===== src/core/mpc_pkg.sv =====
/*
 * mpc_pkg: register indices, field positions, reset values and state
 * encodings used by the master timing/config core; its write FIFO uses none.
 * Assumes configuration registers are reached by dword index over the
 * pointer/data configuration port.
 */
package mpc_pkg;

   // configuration dword indices
   localparam logic [5:0] IDX_CLS_LAT = 6'h03;  // cacheline size [7:0], latency timer [15:8]
   localparam logic [5:0] IDX_BAR1 = 6'h04;
   localparam logic [5:0] IDX_BAR4 = 6'h07;
   localparam logic [5:0] IDX_SUBSYS = 6'h0B;   // subsystem vendor [15:0], subsystem id [31:16]
   localparam logic [5:0] IDX_TIMEOUT = 6'h10;  // trdy wait limit [7:0], retry limit [15:8]
   localparam logic [5:0] IDX_PEND = 6'h11;     // master error pending, write one to clear

   // field positions
   localparam int CLS_LSB = 0;
   localparam int LAT_LSB = 8;
   localparam int TRDY_LSB = 0;
   localparam int RETRY_LSB = 8;
   localparam int SSV_LSB = 0;
   localparam int SSID_LSB = 16;
   localparam int PEND_WR_BIT = 0;
   localparam int PEND_RD_BIT = 1;
   localparam int BAR_IO_BIT = 0;
   localparam int BAR_BASE_LSB = 4;

   // reset values
   localparam logic [7:0] CLS_RST = 8'h00;
   localparam logic [7:0] LAT_RST = 8'h00;
   localparam logic [7:0] TRDY_RST = 8'h00;
   localparam logic [7:0] RETRY_RST = 8'h00;
   localparam logic [15:0] SSV_RST = 16'h0000;
   localparam logic [15:0] SSID_RST = 16'h0000;
   localparam logic [3:0] BAR_IO_RST = 4'h4;    // window three decodes I/O, others memory
   localparam logic [7:0] LAT_RO_MASK = 8'hFC;  // two low bits hardwired to zero
   localparam logic [31:0] RD_ERR_DATA = 32'hFFFFFFFF;

   // master sequencer
   typedef enum logic [1:0] {
      MPC_IDLE = 2'b00,
      MPC_WAIT = 2'b01,
      MPC_ERR = 2'b11
   } mpc_state_t;

endpackage


===== src/core/mpc_wf_if.sv =====
/*
 * mpc_wf_if: link between the core and its master write FIFO.
 * Assumes both ends run on mclk_i.
 */
`timescale 1ns/100ps
interface mpc_wf_if #(parameter int WIDTH = 32);
   logic push;
   logic [WIDTH-1:0] push_data;
   logic push_ready;
   logic pop;
   logic [WIDTH-1:0] head_data;
   logic head_valid;
   logic flush;

   modport core (output push, output push_data, input push_ready, output pop,
      input head_data, input head_valid, output flush);
   modport fifo (input push, input push_data, output push_ready, input pop,
      output head_data, output head_valid, input flush);
endinterface


===== src/core/mpc_core.sv =====
/*
 * mpc_core: PCI master timing and configuration core. Holds cacheline
 * size, latency timer, TRDY wait and retry limits, BAR space types and
 * subsystem ids; times master transactions and raises error flags.
 * Assumes PCI pins and pci_clk_i are asynchronous to mclk_i and that
 * mclk_i is several times faster than the PCI clock.
 */
// Contract
// - cacheline in 32-bit words; write-invalidate only if enabled and burst write
// - cacheline size reads zero after reset until written
// - 8-bit writable latency timer limits bursting while another master requests
// - latency timer low two bits read zero, ignore writes
// - master counts PCI clocks waiting for TRDY; timeout at programmed limit
// - TRDY wait limit zero means wait forever
// - retry limit held in bits 15:8 caps retries per transaction
// - retry limit reached raises read error bit 1 or write error bit 0
// - write error from timeout flushes master write FIFO
// - write FIFO decouples DMA, which may keep queueing after error
// - windows one, two, four default memory; window three I/O
// - subsystem vendor and subsystem id fields are writable
// - config lock set lets the window space type bits be written
// - erroring configuration access returns all ones
`timescale 1ns/100ps
module mpc_core #(
   parameter int WIDTH = 32,
   parameter int DEPTH = 4
) (
   input wire logic mclk_i,
   input wire logic arst_n_i,
   // configuration pointer/data port
   input wire logic cfg_sel_i,
   input wire logic cfg_we_i,
   input wire logic [5:0] cfg_idx_i,
   input wire logic [31:0] cfg_wdata_i,
   output logic [31:0] cfg_rdata_o,
   output logic cfg_err_o,
   input wire logic cfg_lock_i,
   input wire logic write_invalidate_enable_i,
   // internal master request
   input wire logic mst_req_i,
   input wire logic mst_write_i,
   input wire logic mst_burst_i,
   input wire logic [WIDTH-1:0] wr_data_i,
   input wire logic wr_valid_i,
   output logic wr_ready_o,
   // PCI side pins
   input wire logic pci_clk_i,
   input wire logic pci_trdy_n_i,
   input wire logic pci_stop_n_i,
   input wire logic pci_gnt_n_i,
   output logic [WIDTH-1:0] pci_wdata_o,
   output logic mwi_sel_o,
   output logic burst_end_o,
   output logic wfifo_flush_o,
   output logic [7:0] cls_words_o,
   output logic [3:0] bar_io_o,
   output logic mst_rd_err_o,
   output logic mst_wr_err_o
);

   mpc_wf_if #(.WIDTH(WIDTH)) wf ();

   mpc_wfifo #(.WIDTH(WIDTH), .DEPTH(DEPTH)) u_wfifo (
      .mclk_i(mclk_i),
      .arst_n_i(arst_n_i),
      .wf(wf.fifo)
   );

   logic [7:0] cls_q;
   logic [7:0] lat_q;
   logic [7:0] trdy_lim_q;
   logic [7:0] retry_lim_q;
   logic [15:0] ssv_q;
   logic [15:0] ssid_q;
   logic [31:mpc_pkg::BAR_BASE_LSB] bar_base_q [4];
   logic [3:0] bar_io_q;
   logic [1:0] pend_q;
   logic [3:0] sync1_q;
   logic [3:0] sync2_q;
   logic pclk_prev_q;
   mpc_pkg::mpc_state_t st_q;
   logic [7:0] wait_cnt_q;
   logic [7:0] retry_cnt_q;
   logic [7:0] lat_cnt_q;
   logic pclk_rise;
   logic trdy_seen;
   logic retry_seen;
   logic trdy_to;
   logic retry_to;
   logic err_evt;
   logic cfg_wr;
   logic bar_hit;
   logic [1:0] bar_sel;

   logic [1:0] pend_set;
   logic [1:0] pend_clr;

   // true when the index falls on one of the four windows
   function automatic logic is_bar(input logic [5:0] idx);
      return (idx >= mpc_pkg::IDX_BAR1) && (idx <= mpc_pkg::IDX_BAR4);
   endfunction

   // readback word for an index; unmapped reads as all ones
   function automatic logic [31:0] rd_word(input logic [5:0] idx);
      logic [31:0] w;
      w = '0;
      if (idx == mpc_pkg::IDX_CLS_LAT) begin
         w[mpc_pkg::CLS_LSB +: 8] = cls_q;
         w[mpc_pkg::LAT_LSB +: 8] = lat_q;
      end else if (idx == mpc_pkg::IDX_TIMEOUT) begin
         w[mpc_pkg::TRDY_LSB +: 8] = trdy_lim_q;
         w[mpc_pkg::RETRY_LSB +: 8] = retry_lim_q;
      end else if (idx == mpc_pkg::IDX_SUBSYS) begin
         w[mpc_pkg::SSV_LSB +: 16] = ssv_q;
         w[mpc_pkg::SSID_LSB +: 16] = ssid_q;
      end else if (idx == mpc_pkg::IDX_PEND) begin
         w[mpc_pkg::PEND_WR_BIT] = pend_q[0];
         w[mpc_pkg::PEND_RD_BIT] = pend_q[1];
      end else if (is_bar(idx)) begin
         w[31:mpc_pkg::BAR_BASE_LSB] = bar_base_q[2'(idx - mpc_pkg::IDX_BAR1)];
         w[mpc_pkg::BAR_IO_BIT] = bar_io_q[2'(idx - mpc_pkg::IDX_BAR1)];
      end else begin
         w = mpc_pkg::RD_ERR_DATA;
      end
      return w;
   endfunction

   function automatic logic is_mapped(input logic [5:0] idx);
      return (idx == mpc_pkg::IDX_CLS_LAT) || (idx == mpc_pkg::IDX_TIMEOUT) ||
         (idx == mpc_pkg::IDX_SUBSYS) || (idx == mpc_pkg::IDX_PEND) || is_bar(idx);
   endfunction

   ////////////////////////////////////////////////////////////////////////
   // pin synchronisers and PCI clock edge finder
   always_ff @(posedge mclk_i or negedge arst_n_i) begin
      if (!arst_n_i) begin
         sync1_q <= 4'hF;
         sync2_q <= 4'hF;
         pclk_prev_q <= 1'b1;
      end else begin
         sync1_q <= {pci_clk_i, pci_trdy_n_i, pci_stop_n_i, pci_gnt_n_i};
         sync2_q <= sync1_q;
         pclk_prev_q <= sync2_q[3];
      end
   end

   assign pclk_rise = sync2_q[3] && !pclk_prev_q;
   assign trdy_seen = pclk_rise && !sync2_q[2];
   assign retry_seen = pclk_rise && sync2_q[2] && !sync2_q[1];
   assign trdy_to = pclk_rise && sync2_q[2] && sync2_q[1] && (trdy_lim_q != 8'h00) &&
      (wait_cnt_q + 8'h01 == trdy_lim_q);
   assign retry_to = retry_seen && (retry_lim_q != 8'h00) &&
      (retry_cnt_q + 8'h01 == retry_lim_q);
   assign err_evt = (st_q == mpc_pkg::MPC_WAIT) && (trdy_to || retry_to);

   ////////////////////////////////////////////////////////////////////////
   // configuration write decode
   assign cfg_wr = cfg_sel_i && cfg_we_i;
   assign bar_hit = is_bar(cfg_idx_i);
   assign bar_sel = 2'(cfg_idx_i - mpc_pkg::IDX_BAR1);

   // cacheline size and latency timer
   always_ff @(posedge mclk_i or negedge arst_n_i) begin
      if (!arst_n_i) begin
         cls_q <= mpc_pkg::CLS_RST;
         lat_q <= mpc_pkg::LAT_RST;
      end else if (cfg_wr && cfg_idx_i == mpc_pkg::IDX_CLS_LAT) begin
         cls_q <= cfg_wdata_i[mpc_pkg::CLS_LSB +: 8];
         lat_q <= cfg_wdata_i[mpc_pkg::LAT_LSB +: 8] & mpc_pkg::LAT_RO_MASK;
      end
   end

   // TRDY wait and retry limits
   always_ff @(posedge mclk_i or negedge arst_n_i) begin
      if (!arst_n_i) begin
         trdy_lim_q <= mpc_pkg::TRDY_RST;
         retry_lim_q <= mpc_pkg::RETRY_RST;
      end else if (cfg_wr && cfg_idx_i == mpc_pkg::IDX_TIMEOUT) begin
         trdy_lim_q <= cfg_wdata_i[mpc_pkg::TRDY_LSB +: 8];
         retry_lim_q <= cfg_wdata_i[mpc_pkg::RETRY_LSB +: 8];
      end
   end

   // subsystem ids, always writable
   always_ff @(posedge mclk_i or negedge arst_n_i) begin
      if (!arst_n_i) begin
         ssv_q <= mpc_pkg::SSV_RST;
         ssid_q <= mpc_pkg::SSID_RST;
      end else if (cfg_wr && cfg_idx_i == mpc_pkg::IDX_SUBSYS) begin
         ssv_q <= cfg_wdata_i[mpc_pkg::SSV_LSB +: 16];
         ssid_q <= cfg_wdata_i[mpc_pkg::SSID_LSB +: 16];
      end
   end

   // window bases; space type bit writable only under config lock
   always_ff @(posedge mclk_i or negedge arst_n_i) begin
      if (!arst_n_i) begin
         for (int i = 0; i < 4; i++) begin
            bar_base_q[i] <= '0;
         end
         bar_io_q <= mpc_pkg::BAR_IO_RST;
      end else if (cfg_wr && bar_hit) begin
         bar_base_q[bar_sel] <= cfg_wdata_i[31:mpc_pkg::BAR_BASE_LSB];
         if (cfg_lock_i) begin
            bar_io_q[bar_sel] <= cfg_wdata_i[mpc_pkg::BAR_IO_BIT];
         end
      end
   end

   // error pending flags; new error wins over write-one clear
   assign pend_set = {err_evt && !mst_write_i, err_evt && mst_write_i};
   assign pend_clr = {2{cfg_wr && cfg_idx_i == mpc_pkg::IDX_PEND}} &
      {cfg_wdata_i[mpc_pkg::PEND_RD_BIT], cfg_wdata_i[mpc_pkg::PEND_WR_BIT]};

   always_ff @(posedge mclk_i or negedge arst_n_i) begin
      if (!arst_n_i) begin
         pend_q <= 2'h0;
      end else begin
         pend_q <= pend_set | (pend_q & ~pend_clr);
      end
   end

   // registered read data and access error
   always_ff @(posedge mclk_i or negedge arst_n_i) begin
      if (!arst_n_i) begin
         cfg_rdata_o <= '0;
         cfg_err_o <= 1'b0;
      end else begin
         cfg_err_o <= cfg_sel_i && !is_mapped(cfg_idx_i);
         if (cfg_sel_i && !cfg_we_i) begin
            cfg_rdata_o <= rd_word(cfg_idx_i);
         end
      end
   end

   ////////////////////////////////////////////////////////////////////////
   // master sequencer
   always_ff @(posedge mclk_i or negedge arst_n_i) begin
      if (!arst_n_i) begin
         st_q <= mpc_pkg::MPC_IDLE;
      end else begin
         unique case (st_q)
            mpc_pkg::MPC_IDLE: begin
               if (mst_req_i) begin
                  st_q <= mpc_pkg::MPC_WAIT;
               end
            end
            mpc_pkg::MPC_WAIT: begin
               if (err_evt) begin
                  st_q <= mpc_pkg::MPC_ERR;
               end else if (!mst_req_i) begin
                  st_q <= mpc_pkg::MPC_IDLE;
               end
            end
            mpc_pkg::MPC_ERR: begin
               if (!mst_req_i) begin
                  st_q <= mpc_pkg::MPC_IDLE;
               end
            end
            default: st_q <= mpc_pkg::MPC_IDLE;
         endcase
      end
   end

   // TRDY wait counter in PCI clocks, cleared on TRDY or retry
   always_ff @(posedge mclk_i or negedge arst_n_i) begin
      if (!arst_n_i) begin
         wait_cnt_q <= 8'h00;
      end else if (st_q != mpc_pkg::MPC_WAIT || trdy_seen || retry_seen) begin
         wait_cnt_q <= 8'h00;
      end else if (pclk_rise) begin
         wait_cnt_q <= wait_cnt_q + 8'h01;
      end
   end

   // retry counter per transaction
   always_ff @(posedge mclk_i or negedge arst_n_i) begin
      if (!arst_n_i) begin
         retry_cnt_q <= 8'h00;
      end else if (st_q != mpc_pkg::MPC_WAIT) begin
         retry_cnt_q <= 8'h00;
      end else if (retry_seen) begin
         retry_cnt_q <= retry_cnt_q + 8'h01;
      end
   end

   // latency timer loads at burst start, counts PCI clocks down
   always_ff @(posedge mclk_i or negedge arst_n_i) begin
      if (!arst_n_i) begin
         lat_cnt_q <= 8'h00;
      end else if (st_q == mpc_pkg::MPC_IDLE) begin
         lat_cnt_q <= lat_q;
      end else if (pclk_rise && lat_cnt_q != 8'h00) begin
         lat_cnt_q <= lat_cnt_q - 8'h01;
      end
   end

   // burst end at next data phase once expired without grant
   always_ff @(posedge mclk_i or negedge arst_n_i) begin
      if (!arst_n_i) begin
         burst_end_o <= 1'b0;
      end else begin
         burst_end_o <= (st_q == mpc_pkg::MPC_WAIT) && mst_burst_i && trdy_seen &&
            (lat_cnt_q == 8'h00) && sync2_q[0];
      end
   end

   ////////////////////////////////////////////////////////////////////////
   // write FIFO traffic: fill from internal writer, drain on TRDY
   assign wf.push = wr_valid_i;
   assign wf.push_data = wr_data_i;
   assign wf.pop = (st_q == mpc_pkg::MPC_WAIT) && mst_write_i && trdy_seen;
   assign wf.flush = err_evt && mst_write_i;

   // registered outputs
   always_ff @(posedge mclk_i or negedge arst_n_i) begin
      if (!arst_n_i) begin
         pci_wdata_o <= '0;
         mwi_sel_o <= 1'b0;
         wfifo_flush_o <= 1'b0;
         cls_words_o <= mpc_pkg::CLS_RST;
         bar_io_o <= mpc_pkg::BAR_IO_RST;
         wr_ready_o <= 1'b0;
         mst_rd_err_o <= 1'b0;
         mst_wr_err_o <= 1'b0;
      end else begin
         pci_wdata_o <= wf.head_data;
         mwi_sel_o <= write_invalidate_enable_i && mst_req_i && mst_write_i && mst_burst_i;
         wfifo_flush_o <= wf.flush;
         cls_words_o <= cls_q;
         bar_io_o <= bar_io_q;
         wr_ready_o <= wf.push_ready && !(wr_valid_i && wf.push_ready);
         mst_rd_err_o <= pend_q[1];
         mst_wr_err_o <= pend_q[0];
      end
   end

endmodule


===== src/core/mpc_wfifo.sv =====
/*
 * mpc_wfifo: master write FIFO that decouples the internal writer from
 * the PCI side; flush empties it in one cycle.
 * Assumes a push while full and a pop while empty are never made.
 */
`timescale 1ns/100ps
module mpc_wfifo #(
   parameter int WIDTH = 32,
   parameter int DEPTH = 4
) (
   input wire logic mclk_i,
   input wire logic arst_n_i,
   mpc_wf_if.fifo wf
);
   localparam int AW = $clog2(DEPTH);

   logic [WIDTH-1:0] mem_q [DEPTH];
   logic [AW-1:0] wr_ptr_q;
   logic [AW-1:0] rd_ptr_q;
   logic [AW:0] cnt_q;
   logic [AW:0] cnt_d;
   logic do_push;
   logic do_pop;

   ////////////////////////////////////////////////////////////////////////
   // handshake terms
   assign do_push = wf.push && wf.push_ready;
   assign do_pop = wf.pop && wf.head_valid;
   assign wf.head_data = mem_q[rd_ptr_q];

   always_comb begin
      cnt_d = cnt_q;
      if (wf.flush) begin
         cnt_d = '0;
      end else if (do_push && !do_pop) begin
         cnt_d = cnt_q + 1'b1;
      end else if (do_pop && !do_push) begin
         cnt_d = cnt_q - 1'b1;
      end
   end

   ////////////////////////////////////////////////////////////////////////
   // storage
   always_ff @(posedge mclk_i) begin
      if (do_push) begin
         mem_q[wr_ptr_q] <= wf.push_data;
      end
   end

   // pointers, count and registered flags; flush drops pending writes
   always_ff @(posedge mclk_i or negedge arst_n_i) begin
      if (!arst_n_i) begin
         wr_ptr_q <= '0;
         rd_ptr_q <= '0;
         cnt_q <= '0;
         wf.push_ready <= 1'b0;
         wf.head_valid <= 1'b0;
      end else begin
         cnt_q <= cnt_d;
         wf.push_ready <= (cnt_d != (AW+1)'(DEPTH));
         wf.head_valid <= (cnt_d != '0);
         if (wf.flush) begin
            wr_ptr_q <= '0;
            rd_ptr_q <= '0;
         end else begin
            if (do_push) begin
               wr_ptr_q <= (wr_ptr_q == AW'(DEPTH-1)) ? '0 : wr_ptr_q + 1'b1;
            end
            if (do_pop) begin
               rd_ptr_q <= (rd_ptr_q == AW'(DEPTH-1)) ? '0 : rd_ptr_q + 1'b1;
            end
         end
      end
   end
endmodule


===== config.mk =====
export PLATFORM = sky130hd
export DESIGN_NAME = mpc_core
export DESIGN_NICKNAME = d
export VERILOG_FILES = /design/src/core/mpc_pkg.sv /design/src/core/mpc_wf_if.sv /design/src/core/mpc_core.sv /design/src/core/mpc_wfifo.sv
export SDC_FILE = /design/constraint.sdc
export NUM_CORES = 1
export LEC_CHECK = 0
export ABC_AREA = 1
export BUFFER_PORTS_ARGS = -buffer_cell sky130_fd_sc_hd__buf_4
export CORE_MARGIN = 3
export CORE_UTILIZATION = 53
export DETAILED_ROUTE_END_ITERATION = 10
export PLACE_DENSITY_LB_ADDON = 0.3
export SLEW_MARGIN = 20
export SYNTH_ARGS = -nofsm -noshare
export SYNTH_HDL_FRONTEND = slang
export SYNTH_SLANG_ARGS = --single-unit

===== constraint.sdc =====
create_clock -name mclk_i -period 2.2 [get_ports mclk_i]
set_input_delay 0.11 -clock mclk_i [delete_from_list [all_inputs] [get_ports mclk_i]]
set_output_delay 0.11 -clock mclk_i [all_outputs]
set_load 0.1 [all_outputs]

==> results.json <==
{
  "die_h_um": 188,
  "arrival_ps": 2420,
  "synth_xor_area_share_pct": 0.540,
  "synthSimpleGateAreaFrac_pct": 15.1,
  "viasPerCell": 5.45,
  "synth_cell_types": 45,
  "syn_area_per_cell_sq_um": 10.1,
  "max-slew-margin-rel_pct": 32.3,
  "ys_seq_area_share_pct": 65.6,
  "fmax_mhz": 505,
  "cp_cell_sequence": "ha_1 -> nand3_1 -> nand2_1 -> nand3_1 -> nand2_1 -> inv_1 -> nand3_1 -> nor2_1 -> nand3_1 -> nand2_2 -> nand2_4 -> nand2_1 -> nand2_1",
  "synth_warnings": 0,
  "finalClockSkew_ps": 11.8,
  "synth_fa_ha_area_share_pct": 0.782,
  "dpl_cell_area_sq_mm": 0.0195,
  "final_cell_area_sq_mm": 0.0217,
  "syn_inst": 1744,
  "drt_iter0_markers": 912,
  "route.vias.total": 13400,
  "cp-startpoint": "retry_cnt_q[0]",
  "grtUsageTotal_pct": 24.4,
  "synth_top_family_by_area": "simple AND/OR/NAND/NOR gates",
  "drv_slew": 0,
  "area_delta_synth_final_pct": 23.5,
  "grt_pass1_vias": 13500,
  "numCtsBuffers": 45,
  "synth_nets": 1839,
  "r2r_cells": 13,
  "initial_core_util_pct": 54.0,
  "rrSetupSlack_ps": 220,
  "synth_flop_cell": "dfrtp_1",
  "cp.depth": 13,
  "h-tree-depth": 2,
  "cts.sinks": 435,
  "antenna_found_initial": 2,
  "rsz0062_at_grt": "no",
  "synth_mux_area_share_pct": 0.0569,
  "max_stage_delay_ps": 440,
  "dieArea_sq_mm": 0.0354,
  "post-cts-setup-buffer-count": 0,
  "globalRouteOverflowTotal": 0,
  "path_clk_slew_ps": 60,
  "layout-drive-gt1-share_pct": 15.4,
  "r2r-start": "retry_cnt_q[0]",
  "placementRows": 66,
  "final_nets": 2084,
  "chipWidth_um": 188,
  "clock_latency_ps": 550,
  "critPathCapture": "u_wfifo.wf.head_valid",
  "tightest_slew_ps": 1010,
  "end_kind": "flop",
  "p_per_area_mw_per_mm2": 1130,
  "gp_congestion": 0.855,
  "crit_buf_inv": 1,
  "status": "completed",
  "p_total_mw": 24.5,
  "whs_path_depth": 6,
  "io_buffers": 166,
  "hp-class": "in2reg",
  "root_buffer": "clkbuf_16",
  "grt_first_pass_wirelength_um": 70200,
  "fin_setup_tns_ps": 0,
  "vdd_drop_max_mv": 1.36,
  "p_leak_nw": 9.66,
  "cts_tree": "yes",
  "fin_crit_sh_pct": 90.1,
  "ys_seq_elements": 435,
  "whs_ps": 38.9,
  "crit_required_ps": 2630,
  "worstPathMaxFanout": 7,
  "fill_cells": 2460,
  "place_ws_ps": 285,
  "grt_max_degree": 74,
  "min_period_ps": 1980,
  "drtAntennaViolNets": 0,
  "r2r_end": "u_wfifo.wf.head_valid",
  "core_sq_mm": 0.0326,
  "hpwl_um": 26300,
  "finalWirelength_um": 43000,
  "ios": 167,
  "drc_errors": 0,
  "cts_buffer_depth": 3,
  "hold_viol": 0,
  "cp_top_family": "simple AND/OR/NAND/NOR gates",
  "post_drt_wl_per_cell_um": 17.4,
  "synth_edf_count": 128,
  "critPathKind": "reg2reg",
  "setup_violations": 0,
  "drt_pre_antenna_iters": 5,
  "setup.worst_path.start_class": "flop",
  "final.setup.worst_slack_ps": 218,
  "syn_area_sq_mm": 0.0176,
  "synth_compound_area_share_pct": 13.1,
  "crit_slowest_cell": "dfrtp_1",
  "cap_viol_max_count": 0,
  "async_flop_share_pct": 70.6
}
[what timing repair did]
item / in CTS / in global routing
endpoints found under the hold margin: 362 / 0
hold buffers: 78 / 0
gates resized for setup: 0 / 0
[tightest hold or removal path, cell delays in order]
cell	delay (ps)
buf_4	90
inv_1	40
nand2_1	90
nor2_1	70
nand2_1	60
o21ai_0	70
[where the power goes]
group	total (mW)	internal, mW	switching [mW]
Clock	7.40	4.34	3.06
Combinational	7.03	1.69	5.34
Sequential	10.1	9.59	0.515
[kinds of logic (layout without fill, tap and decap cells)]
group	Yosys count	count (layout)
buf+inv	210	491
flops	435	435
fa+ha+maj	11	11
xor+xnor	10	10
mux	1	1
compound gates	424	424
other cells	0	1
simple gates	653	653
[per-layer routing]
metal | vias to the layer above | routed length, um | GRT usage, %
met5 | - | 13 | 0
met4 | 2 | 980 | 7.13
met3 | 87 | 3250 | 5.45
met2 | 444 | 20400 | 40.0
met1 | 6539 | 18300 | 33.1
li1 | 6373 | - | -
[worst min path at each step]
stage / slack [ps] / from / to
floorplan: -190 / arst_n_i / bar_base_q[0]
global placement: 130 / arst_n_i / bar_base_q[53]
detailed placement: 120 / arst_n_i / bar_base_q[53]
CTS: 30 / cfg_idx_i[1] / bar_io_q[0]
global route: 90 / cfg_idx_i[1] / bar_io_q[0]
finish: 40 / cfg_idx_i[1] / bar_io_q[0]
[registers in the layout, indices dropped and copies added, names as in the netlist, 4 cells and up]
name / count
ssid_q: 16
ssv_q: 16
sync1_q: 4
lat_cnt_q: 8
bar_io_o: 4
trdy_lim_q: 8
retry_lim_q: 8
bar_base_q: 112
cls_words_o: 8
cfg_rdata_o: 32
sync2_q: 4
pci_wdata_o: 32
lat_q: 6
cls_q: 8
u_wfifo.mem_q: 128
bar_io_q: 4
wait_cnt_q: 8
retry_cnt_q: 8
[layout by cell type, fill, tap and decap left out, types with 12 or more instances in the layout]
cell type | Yosys | final
nand4_1 | 22 | 22
o21ai_1 | 71 | 71
buf_12 | 0 | 15
a21oi_1 | 25 | 25
dlygate4sd3_1 | 0 | 78
o22ai_1 | 44 | 44
a22oi_1 | 17 | 17
clkbuf_8 | 0 | 12
buf_4 | 1 | 185
clkbuf_16 | 0 | 45
clkbuf_1 | 54 | 18
edfxtp_1 | 128 | 128
inv_2 | 12 | 12
inv_1 | 114 | 114
nor2_2 | 8 | 12
nand3_1 | 55 | 55
nor2_1 | 110 | 106
dfrtp_1 | 296 | 295
o21ai_0 | 241 | 241
nand2_1 | 443 | 442
[through the flow]
step                util [%]  cells
global placement        59.8   2306
global route            66.6   2468
floorplan                  -   1744
CTS                     66.6   2467
finish                  66.6   2468
detailed placement      59.8   2306
[synthesized netlist by cell type, drive strengths merged (5+ instances only)]
cell / instances / share of area (%)
o21ai: 312 / 8.9
clkbuf: 55 / 1.2
o22ai: 44 / 1.6
a221oi: 8 / 0.40
edfxtp: 128 / 22
a22oi: 17 / 0.73
dfstp: 11 / 1.6
dfrtp: 296 / 42
a21oi: 25 / 0.71
nor3: 5 / 0.14
nand2: 447 / 9.6
inv: 127 / 2.7
buf: 26 / 0.92
nor2: 119 / 2.7
ha: 11 / 0.78
o2111ai: 5 / 0.25
xor2: 9 / 0.49
nand4: 22 / 0.78
nand3: 56 / 1.6
[area by class of cell]
class	instances	area (sq um)	area share, %
Sequential cell	435	11500	53.1
Multi-Input combinational cell	1099	5220	24.0
Timing Repair Buffer	279	2480	11.4
Clock buffer	75	1360	6.25
Tap cell	442	553	2.54
Inverter	129	487	2.24
Clock inverter	8	88.8	0.409
Antenna cell	1	2.50	0.0115
Power figures use the tool's default switching activity.
